--- src/rtl/buck_ctrl_defs.vh ---
/*
 * Constants for the enable, soft-start and retry control of the step-down regulator.
 * Assumes a 100 MHz core clock and byte-wide register access.
 */
`ifndef BUCK_CTRL_DEFS_VH
`define BUCK_CTRL_DEFS_VH

// ----------------------------------------------------------------
// Register offsets
// ----------------------------------------------------------------
`define REG_SETPOINT_LOW   8'h00
`define REG_SETPOINT_HIGH  8'h01
`define REG_CONTROL        8'h02

// ----------------------------------------------------------------
// Reset values and fields
// ----------------------------------------------------------------
`define SETPOINT_LOW_RST   8'hc8
`define SETPOINT_HIGH_RST  8'hc8
`define CONTROL_RST        8'h82
`define SWEN_BIT           7
`define DISCH_BIT          7
`define SOFT_RESET_BIT     2
`define MODE_LOW_BIT       0
`define MODE_HIGH_BIT      1
`define CONTROL_WMASK      8'hf3

// ----------------------------------------------------------------
// Timing
// ----------------------------------------------------------------
`define CLK_MHZ            100
`define SOFTSTART_US       150
`define RETRY_US           1700
`define CLIMIT_COUNT       16
`define SS_STEPS           256
`define REF_MAX            8'hff

`endif

--- src/rtl/buck_enable_softstart_control.v ---
/*
 * Enable, shutdown, soft-start and current-limit retry control of a step-down regulator.
 * Assumes a serial register front end on the same clock presenting byte reads and writes,
 * a POR on srst_i, and asynchronous pins that are synchronised here.
 */
// How it works
// RULE_01: Enable pin low holds the converter in shutdown, all circuits off.
// RULE_02: Enable pin low leaves every register untouched.
// RULE_03: Register reads and writes work in shutdown while supply is above lockout.
// RULE_04: Power-on reset loads every register with its default.
// RULE_05: Bleed bit set and regulator disabled connects the output discharge load.
// RULE_06: Enable rising with selected software bit high starts soft-start.
// RULE_07: Soft-start ramps the internal reference gradually.
// RULE_08: Synchronous rectification is inhibited during soft-start.
// RULE_09: Ramp from enable to near target takes about 150 microseconds.
// RULE_10: Sixteen consecutive current-limit cycles shut down, tri-state, wait 1700 us, retry.
// RULE_11: With enable pin high the software bits turn the regulator on and off.
// RULE_12: Both software enable bits come up set after power-on reset.
// RULE_13: Light-load pulse mode can be disabled via mode bits with select pin.
// RULE_14: Seven-bit setpoint code, each step 6.25 mV.
// RULE_15: Host keeps serial transfers at or below 3.4 Mbps.
// RULE_16: Select pin chooses which software enable bit gates the output.
// RULE_17: Select pin chooses which setpoint register is active.
// RULE_18: Mode bit 0 with pin low or bit 1 with pin high forces fixed frequency.
// RULE_19: Current-limit counter clears on a normal cycle and on every restart.
// RULE_20: Losing either enable aborts soft-start or retry and returns to shutdown.
`timescale 1ns/10ps
`default_nettype none
`include "buck_ctrl_defs.vh"

module buck_enable_softstart_control
#(
    parameter SS_CYCLES    = `SOFTSTART_US * `CLK_MHZ,
    parameter RETRY_CYCLES = `RETRY_US * `CLK_MHZ
)
(
    // Clock and power-on reset
    input  wire       clk_i,
    input  wire       srst_i,
    // Pins and analog status
    input  wire       enable_pin_i,
    input  wire       voltage_select_pin_i,
    input  wire       uvlo_ok_i,
    input  wire       sw_cycle_end_i,
    input  wire       sw_cycle_climit_i,
    // Register access from the serial front end
    input  wire       reg_wr_i,
    input  wire       reg_rd_i,
    input  wire [7:0] reg_addr_i,
    input  wire [7:0] reg_wdata_i,
    output reg  [7:0] reg_rdata_o,
    output reg        reg_ack_o,
    // Converter control
    output reg        converter_on_o,
    output reg        switch_tristate_o,
    output reg        sync_rect_inhibit_o,
    output reg        discharge_on_o,
    output reg        forced_pwm_o,
    output reg        softstart_busy_o,
    output reg  [7:0] ref_level_o,
    output reg  [6:0] setpoint_code_o,
    output reg  [2:0] slew_code_o
);

    // ----------------------------------------------------------------
    // Constants
    // ----------------------------------------------------------------
    localparam [1:0] ST_OFF   = 2'd0;
    localparam [1:0] ST_SS    = 2'd1;
    localparam [1:0] ST_RUN   = 2'd2;
    localparam [1:0] ST_RETRY = 2'd3;
    localparam [23:0] SS_STEP = SS_CYCLES / `SS_STEPS;

    // ----------------------------------------------------------------
    // Pin synchronisers
    // ----------------------------------------------------------------
    reg [1:0] en_sync_r;
    reg [1:0] voltage_select_pin_sync_r;
    reg [1:0] uvlo_sync_r;
    wire      en_s   = en_sync_r[1];
    wire      voltage_select_pin_s = voltage_select_pin_sync_r[1];

    always @(posedge clk_i)
    begin
        if (srst_i)
        begin
            en_sync_r   <= 2'b00;
            voltage_select_pin_sync_r <= 2'b00;
            uvlo_sync_r <= 2'b00;
        end
        else
        begin
            en_sync_r   <= {en_sync_r[0], enable_pin_i};
            voltage_select_pin_sync_r <= {voltage_select_pin_sync_r[0], voltage_select_pin_i};
            uvlo_sync_r <= {uvlo_sync_r[0], uvlo_ok_i};
        end
    end

    // ----------------------------------------------------------------
    // Registers
    // ----------------------------------------------------------------
    reg  [7:0] setpoint_reg_low_r;
    reg  [7:0] setpoint_reg_high_r;
    reg  [7:0] control_register_r;
    wire       acc_ok = uvlo_sync_r[1];                                 // RULE_03
    wire       wr_ok  = reg_wr_i && acc_ok;
    wire       soft_reset = wr_ok && (reg_addr_i == `REG_CONTROL) &&
                            reg_wdata_i[`SOFT_RESET_BIT];

    // Enable pin plays no part here, so contents survive shutdown
    always @(posedge clk_i)                                             // RULE_02
    begin
        if (srst_i || soft_reset)                                       // RULE_04
        begin
            setpoint_reg_low_r  <= `SETPOINT_LOW_RST;                   // RULE_12
            setpoint_reg_high_r <= `SETPOINT_HIGH_RST;
            control_register_r  <= `CONTROL_RST;
        end
        else if (wr_ok)
        begin
            case (reg_addr_i)
                `REG_SETPOINT_LOW:  setpoint_reg_low_r  <= reg_wdata_i;
                `REG_SETPOINT_HIGH: setpoint_reg_high_r <= reg_wdata_i;
                `REG_CONTROL:       control_register_r  <= reg_wdata_i & `CONTROL_WMASK;
                default:            setpoint_reg_low_r  <= setpoint_reg_low_r;
            endcase
        end
    end

    always @(posedge clk_i)
    begin
        if (srst_i)
        begin
            reg_rdata_o <= 8'h00;
            reg_ack_o   <= 1'b0;
        end
        else
        begin
            reg_ack_o <= (reg_rd_i || reg_wr_i) && acc_ok;
            if (reg_rd_i && acc_ok)
            begin
                case (reg_addr_i)
                    `REG_SETPOINT_LOW:  reg_rdata_o <= setpoint_reg_low_r;
                    `REG_SETPOINT_HIGH: reg_rdata_o <= setpoint_reg_high_r;
                    `REG_CONTROL:       reg_rdata_o <= control_register_r;
                    default:            reg_rdata_o <= 8'h00;
                endcase
            end
        end
    end

    // ----------------------------------------------------------------
    // Enable selection
    // ----------------------------------------------------------------
    wire [7:0] active_sp = voltage_select_pin_s ? setpoint_reg_high_r : setpoint_reg_low_r; // RULE_17
    wire sw_enable_selected = active_sp[`SWEN_BIT];                     // RULE_16
    wire enabled = en_s && sw_enable_selected && acc_ok;                // RULE_11
    wire fpwm = voltage_select_pin_s ? control_register_r[`MODE_HIGH_BIT]
                       : control_register_r[`MODE_LOW_BIT];             // RULE_18

    // ----------------------------------------------------------------
    // Sequencer
    // ----------------------------------------------------------------
    reg [1:0]  state_r;
    reg [1:0]  state_nxt;
    reg [23:0] timer_r;
    reg [4:0]  climit_cnt_r;
    reg [7:0]  ref_r;
    wire climit_trip = sw_cycle_end_i && sw_cycle_climit_i &&
                       (climit_cnt_r == `CLIMIT_COUNT - 1);
    wire ss_done  = (ref_r == `REF_MAX);
    wire step_due = (timer_r >= SS_STEP - 1);
    wire retry_done = (timer_r >= RETRY_CYCLES - 1);

    always @*
    begin
        state_nxt = state_r;
        case (state_r)
            ST_OFF:   if (enabled) state_nxt = ST_SS;                   // RULE_06
            ST_SS:    if (climit_trip) state_nxt = ST_RETRY;
                      else if (ss_done) state_nxt = ST_RUN;
            ST_RUN:   if (climit_trip) state_nxt = ST_RETRY;            // RULE_10
            ST_RETRY: if (retry_done) state_nxt = ST_SS;
            default:  state_nxt = ST_OFF;
        endcase
        if (!enabled)
            state_nxt = ST_OFF;                                         // RULE_20
    end

    always @(posedge clk_i)
    begin
        if (srst_i)
        begin
            state_r      <= ST_OFF;
            timer_r      <= 24'h000000;
            climit_cnt_r <= 5'h00;
            ref_r        <= 8'h00;
        end
        else
        begin
            state_r <= state_nxt;
            if (state_nxt != state_r)
                timer_r <= 24'h000000;
            else if (state_r == ST_SS && step_due)
                timer_r <= 24'h000000;
            else
                timer_r <= timer_r + 24'h000001;
            if (state_nxt == ST_SS && state_r != ST_SS)
                climit_cnt_r <= 5'h00;                                  // RULE_19
            else if (sw_cycle_end_i)
                climit_cnt_r <= sw_cycle_climit_i ? climit_cnt_r + 5'h01 : 5'h00; // RULE_19
            if (state_r == ST_OFF || state_r == ST_RETRY)
                ref_r <= 8'h00;
            else if (state_r == ST_SS && step_due && !ss_done)
                ref_r <= ref_r + 8'h01;                                 // RULE_07 RULE_09
        end
    end

    // ----------------------------------------------------------------
    // Outputs
    // ----------------------------------------------------------------
    always @(posedge clk_i)
    begin
        if (srst_i)
        begin
            converter_on_o      <= 1'b0;
            switch_tristate_o   <= 1'b1;
            sync_rect_inhibit_o <= 1'b1;
            discharge_on_o      <= 1'b0;
            forced_pwm_o        <= 1'b0;
            softstart_busy_o    <= 1'b0;
            ref_level_o         <= 8'h00;
            setpoint_code_o     <= 7'h00;
            slew_code_o         <= 3'h0;
        end
        else
        begin
            converter_on_o      <= (state_nxt == ST_SS) || (state_nxt == ST_RUN); // RULE_01
            switch_tristate_o   <= (state_nxt == ST_OFF) || (state_nxt == ST_RETRY); // RULE_10
            sync_rect_inhibit_o <= (state_nxt != ST_RUN);               // RULE_08
            discharge_on_o      <= control_register_r[`DISCH_BIT] && !enabled; // RULE_05
            forced_pwm_o        <= fpwm;                                // RULE_13
            softstart_busy_o    <= (state_nxt == ST_SS);
            ref_level_o         <= ref_r;
            setpoint_code_o     <= active_sp[6:0];                      // RULE_14
            slew_code_o         <= control_register_r[6:4];
        end
    end

endmodule
`default_nettype wire

--- config.mk ---
export PLATFORM = sky130hd
export DESIGN_NAME = buck_enable_softstart_control
export DESIGN_NICKNAME = d
export VERILOG_FILES = /design/src/rtl/buck_enable_softstart_control.v
export VERILOG_INCLUDE_DIRS = /design/src /design/src/rtl
export SDC_FILE = /design/constraint.sdc
export NUM_CORES = 1
export LEC_CHECK = 0
export ABC_AREA = 0
export ABC_CLOCK_PERIOD_IN_PS = 6350
export BUFFER_PORTS_ARGS = -buffer_cell sky130_fd_sc_hd__buf_2
export CORE_MARGIN = 2
export CORE_UTILIZATION = 60
export DETAILED_ROUTE_END_ITERATION = 8
export HOLD_SLACK_MARGIN = 0.06
export PLACE_DENSITY = 0.81
export SLEW_MARGIN = 30
export SYNTH_ARGS = -nofsm -noshare
export SYNTH_HDL_FRONTEND = slang
export SYNTH_SLANG_ARGS = --single-unit
--- constraint.sdc ---
create_clock -name clk_i -period 6.35 [get_ports clk_i]
set_clock_uncertainty 0.05 [all_clocks]
set_input_delay 0.635 -clock clk_i [delete_from_list [all_inputs] [get_ports clk_i]]
set_output_delay 0.635 -clock clk_i [all_outputs]
set_load 0.01 [all_outputs]
# --- Yosys cells after proc, flatten, opt, wreduce, memory -nomap -nowiden ---
# Index checks and enable logic that the tools add are counted.
word_totals:
  word_cells: 78
  regBits: 100
  in_bits: 25
  out_inout_bits: 33
op_classes:
  reduce_logical: 29
  muxes: 10
  add_sub_neg: 3
  magnitude_cmp: 2
  eq_ne: 13
op_table:
  columns: ["op", "n"]
  rows:
  - ["$add A24 B1 Y24 const B", 1]
  - ["$ge A24 B18 Y1 const B", 1]
  - ["$ge A24 B6 Y1 const B", 1]
  - ["$pmux W8 S3", 1]
  - ["$logic_and A1 B1 Y1", 13]
  - ["$mux W2", 5]
  - ["$add A8 B1 Y8 const B", 1]
  - ["$eq A2 B2 Y1 const B", 4]
  - ["$eq A8 B1 Y1 const B", 1]
  - ["$eq A8 B2 Y1 const B", 1]
  - ["$eq A8 B8 Y1 const B", 1]
  - ["$logic_not A8 Y1", 1]
  - ["$mux W8", 1]
  - ["$pmux W2 S4", 1]
  - ["$reduce_and A2 Y1", 3]
  - ["$add A5 B1 Y5 const B", 1]
  - ["$eq A5 B4 Y1 const B", 1]
  - ["$logic_or A1 B1 Y1", 5]
  - ["$mux W5", 1]
  - ["$eq A2 B1 Y1 const B", 2]
  - ["$logic_not A2 Y1", 2]
  - ["$reduce_or A2 Y1", 2]
  - ["$reduce_or A3 Y1", 1]
  - ["$logic_not A1 Y1", 2]
  - ["other kinds (4)", 4]

# --- Longest topological paths before layout ---
logic_depth:
  ltp_word: 8
  mapped_depth: 10
  mapped_depth_nobuf: 10

# --- Worst setup path after synthesis ---
# Ideal clock, no wire load.
synth_path:
  path_kind: "reg-to-reg"
  start: "register climit_cnt_r[0]"
  end: "register switch_tristate_o"
  t_arrival_ns: 1.984
  slack_ns: 4.188
  path_stages_with_launch: 10
  setup_time_ns: 0.127
  period_less_slack_ns: 2.162
  n_path_buf: 0
  required_ns: 6.173
  path_cell_list: "dfxtp_1 > ha_1 > and3_1 > ha_1 > a31oi_1 > a21oi_1 > nor2_1 > nor3_1 > ha_1 > or2_2"
synth_via:
  elab_chain_cells: 7
  elab_cells_between_ends: 9
  classes_between: "eq/ne: 2; mux: 4; reduce/logical: 3"
synth_rtl:
  columns: ["element", "line", "text"]
  rows:
  - ["start: declaration", "buck_enable_softstart_control.v:167", "reg [4:0] climit_cnt_r;"]
  - ["start signal: assignment", "buck_enable_softstart_control.v:211", "climit_cnt_r <= sw_cycle_climit_i ? climit_cnt_r + 5'h01 : 5'h00;"]
  - ["$eq A5 B4 Y1 (*)", "buck_enable_softstart_control.v:170", "(climit_cnt_r == `CLIMIT_COUNT - 1);"]
  - ["$logic_and A1 B1 Y1 (*)", "buck_enable_softstart_control.v:169", "wire climit_trip = sw_cycle_end_i && sw_cycle_climit_i &&"]
  - ["$mux W2 (on tied branches)", "buck_enable_softstart_control.v:182, buck_enable_softstart_control.v:180", null]
  - ["$pmux W2 S4 (*)", "buck_enable_softstart_control.v:178", "case (state_r)"]
  - ["$mux W2 (*)", "buck_enable_softstart_control.v:186", "if (!enabled)"]
  - ["named net state_nxt[1]", "buck_enable_softstart_control.v:165", "reg [1:0] state_nxt;"]
  - ["$eq A2 B2 Y1 or $logic_not A2 Y1 (tied branches)", "buck_enable_softstart_control.v:239", "switch_tristate_o <= (state_nxt == ST_OFF) || (state_nxt == ST_RETRY);"]
  - ["$logic_or A1 B1 Y1 (*)", "buck_enable_softstart_control.v:239", null]
  - ["end signal: assignment", "buck_enable_softstart_control.v:239", null]
  - ["end: declaration", "buck_enable_softstart_control.v:55", "output reg switch_tristate_o,"]
# The timed path passes the listed nets; every way through them passes the cells marked *.
# A chain may end at the register's enable or synchronous reset.

# --- Worst setup path in the final report ---
layout_path:
  start: "register timer_r[22]"
  end: "register timer_r[9]"
layout_via:
  elab_chain_cells: 6
  elab_cells_between_ends: 8
  classes_between: "order compare: 2; eq/ne: 1; mux: 3; reduce/logical: 2"
layout_rtl:
  columns: ["element", "line", "text"]
  rows:
  - ["start: declaration", "buck_enable_softstart_control.v:166", "reg [23:0] timer_r;"]
  - ["start signal: assignment", "buck_enable_softstart_control.v:207", "timer_r <= timer_r + 24'h000001;"]
  - ["$ge A24 B18 Y1", "buck_enable_softstart_control.v:173", "wire retry_done = (timer_r >= RETRY_CYCLES - 1);"]
  - ["$mux W2", "buck_enable_softstart_control.v:183", "ST_RETRY: if (retry_done) state_nxt = ST_SS;"]
  - ["$pmux W2 S4", "buck_enable_softstart_control.v:178", null]
  - ["$mux W2", "buck_enable_softstart_control.v:186", null]
  - ["$ne A2 B2 Y1", "buck_enable_softstart_control.v:202", "if (state_nxt != state_r)"]
  - ["$reduce_or A3 Y1 (no source line) (*)", null, null]
# Every way passes the cells marked *; elsewhere a longest branch is shown, timed or not.

==> summary.md <==
| Metric | Value |
|---|---|
| Status | finished, final reports clean |
| Net Switching | 0.262 mW |
| Die ar. | 8250 µm² |
| DRC | 0 |
| N_diodes | 0 |
| Chip Height | 90.8 µm |
| Fin. max-slew vios | 0 |
| HPWL Detailed | 6.52 mm |
| HP Class | flop to flop |
| Post-synth EDFFs | 0 |
| GPL Wtd Cong | 0.920 |
| Sequential share of power | 60.0% |
| Avg Vias per Cell | 5.72 |
| Post-place setup slack | 3.47 ns |
| Core area | 7290 µm² |
| Hold Fails Final Rpt | 0 |
| # hold bufs at CTS | 0 |
| Wire length on met3 | 485 µm |
| Clock Path Buffers | 2 |
| Vias in the first global route | 3597 |
| Area Growth Syn to Fin | 11.1% |
| Clk sinks | 100 |
| Netlist Area Pre-Place | 4520 µm² |
| CP Class | flop to flop |
| Slew @ Worst Pin | 0.911 ns |
| Cell Pwr Density | 211 nW/µm² |
| CTS clk-pin slew, worst paths | 0.10 ns |
| Max layer used | met4 |
| Leakage | 2.05 nW |
| Most common cell after layout, fill and taps aside | dfxtp_1 |
| Setup repair bufs after CTS | 0 |
| Root Buffer | clkbuf_8 |
| Crit path capture type | flop |
| Setup violations, final | 0 |
| Nets@finish | 582 |
| Slew margin rel. | 38.9% |
| Tcrit/Tclk final | 45.9% |
| CTS tree | yes |
| P_int | 0.800 mW |
| Pre-antenna DRT Iters | 5 |
| Max_cap viols | 0 |
| Grt ovf | 0 |
| Largest net degree at the start of global routing | 47 |
| Most frequent cells in the layout | dfxtp_1 (100), nand2_1 (63), buf_2 (57), nor2_1 (53), mux2i_1 (34) |
| Starting Density | 62.0% |
| Main synth FF type | dfxtp_1 |
| I/O pins | 58 |
| Ys Warns | 0 |
| Initial antenna violation count | 0 |
| Max Freq | 0.343 GHz |
| Seq/Total Area, Yosys | 44.2% |
| CP Cell Sequence | nor4_1, nand2_1, o41ai_4, nand3_2, nor4b_1 |
| CTS H-tree lvls | 3 |
| IO Port Bufs | 57 |
| Metal-1 WL | 4.14 mm |
| Post-DR wirelength/cell | 14.6 µm |
| Comb power frac | 4.4% |
| Fin crit period | 2.91 ns |
| Synth Register Bits | 100 |
| Cells after Synth | 498 |
| Worst ir drop on vdd | 0.122 mV |
| Total number of vias | 3707 |
| Final hold slack | 0.397 ns |
| Sw Share | 24.7% |
| Layout cells sized above 1 | 16.0% |
| Clock power share | 35.6% |
| CP startpoint kind | flop |
| CP peak stage delay | 0.77 ns |
| DR iter-0 viols | 253 |
| Fillers | 579 |
| Gr usage total | 23.4% |
| Ys async rst share | 0% |
| Met2 wire length | 4.75 mm |
| CTS buffer count | 9 |
| PnR worst setup slack | 3.44 ns |
| Post-route ant nets | 0 |
| RSZ-0062 raised after global routing | no |
| CP Data Required Time | 6.55 ns |
| Crit path max fanout | 24 |
| Worst skew pair latency | 0.37 ns |
| CTS resizes | 0 |
| Placed Area | 4840 µm² |
| # rows | 31 |
| DRT Wirelength | 9.44 mm |
| Final Util | 68.9% |
| Cell area after layout | 5020 µm² |
| First-pass GRT wire length | 16.2 mm |
| Yosys cell types | 50 |
| Post-synth net total | 536 |
| Setup_tns | 0 ns |
| CP max stage cell | o41ai_4 |
| Arrival @ worst endpoint | 3.12 ns |
| Width of the die | 90.8 µm |
| Syn Area/Cell | 9.09 µm² |
-- cell usage after synthesis (all sizes together) (3+ instances only) --
library cell  number  area share, %
a21oi             18            2.0
a22oi              8            1.3
and4               4           0.77
buf               10            1.2
clkbuf            14            1.2
dfxtp            100             44
ha                13            3.6
inv               12            1.0
mux2i             34            7.5
nand2             63            5.2
nand2b             3           0.41
nand3             23            2.7
nand4             12            1.7
nor2              53            4.4
nor2b             20            2.8
nor3              22            2.4
nor3b              3           0.50
nor4               9            1.6
nor4b              9            3.4
o21ai             12            1.3
o31ai              3           0.50
o41ai              3            1.0
or2                3           0.41
or3                3           0.41
or4                4           0.66
xnor2             10            1.9
xor2              12            2.3
-- layout make-up --
class / count / area (µm²) / share of cell area (%)
Multi-Input combinational cell: 362 / 2370 / 47.2
Timing Repair Buffer: 59 / 300 / 5.98
Tap cell: 99 / 124 / 2.47
Clock buffer: 10 / 128 / 2.54
Inverter: 12 / 45.0 / 0.896
Sequential cell: 100 / 2000 / 39.8
Clock inverter: 6 / 55.1 / 1.10
-- final timing paths --
| path | start | endpoint | slack, ns | cells past startpoint |
|---|---|---|---|---|
| worst max register to register | timer_r[22]$_SDFF_PP0_ | timer_r[9]$_SDFF_PP0_ | 3.44 | 5 |
| worst min register to register | uvlo_sync_r[0]$_SDFF_PP0_ | uvlo_sync_r[1]$_SDFF_PP0_ | 0.40 | 1 |
| worst min-delay path | uvlo_sync_r[0]$_SDFF_PP0_ | uvlo_sync_r[1]$_SDFF_PP0_ | 0.40 | 1 |
| worst max-delay path | timer_r[22]$_SDFF_PP0_ | timer_r[9]$_SDFF_PP0_ | 3.44 | 5 |
-- stage by stage --
step | std cells | total power [mW]
finish | 648 | 1.06
global route | 648 | 1.10
CTS | 648 | 1.07
detailed placement | 632 | 0.698
global placement | 632 | 0.697
floorplan | 498 | 0.680
-- power groups by stage --
| stage | Clock, mW | Combinational [mW] | Sequential [mW] |
|---|---|---|---|
| finish | 0.379 | 0.0462 | 0.638 |
| global route | 0.414 | 0.0514 | 0.639 |
| CTS | 0.389 | 0.0461 | 0.638 |
| detailed placement | 0 | 0.0460 | 0.652 |
| global placement | 0 | 0.0446 | 0.652 |
| floorplan | 0 | 0.0290 | 0.651 |
-- flip-flops by register name, summed over array words and instances (netlist names) --
signal and count:
timer_r 24, ref_level_o 8, ref_r 8, reg_rdata_o 8
setpoint_reg_high_r 8, setpoint_reg_low_r 8, setpoint_code_o 7, control_register_r 6
climit_cnt_r 5, slew_code_o 3, en_sync_r 2, state_r 2
uvlo_sync_r 2, voltage_select_pin_sync_r 2, converter_on_o 1, discharge_on_o 1
forced_pwm_o 1, reg_ack_o 1, softstart_busy_o 1, switch_tristate_o 1
sync_rect_inhibit_o 1
-- metal layers --
metal	vias up	GRT usage, %
li1	1838	-
met1	1766	29.0
met2	95	40.8
met3	8	5.34
met4	0	6.57
met5	-	0
-- worst max-delay path, delay by kind of cell, from the launching register on --
| kind | cells | cell delay [ns] |
|---|---|---|
| simple gates | 4 | 1.64 |
| compound gates | 1 | 0.77 |
| flops | 1 | 0.34 |
-- logic make-up (layout without fill, tap and decap cells) --
family | after synthesis | count (layout) | share of synthesized area (%)
simple gates | 237 | 237 | 28.3
flops | 100 | 100 | 44.2
compound gates | 55 | 55 | 8.27
buf+inv | 36 | 87 | 3.43
mux | 35 | 35 | 7.85
xor+xnor | 22 | 22 | 4.26
fa+ha+maj | 13 | 13 | 3.60
Power figures use the tool's default switching activity.
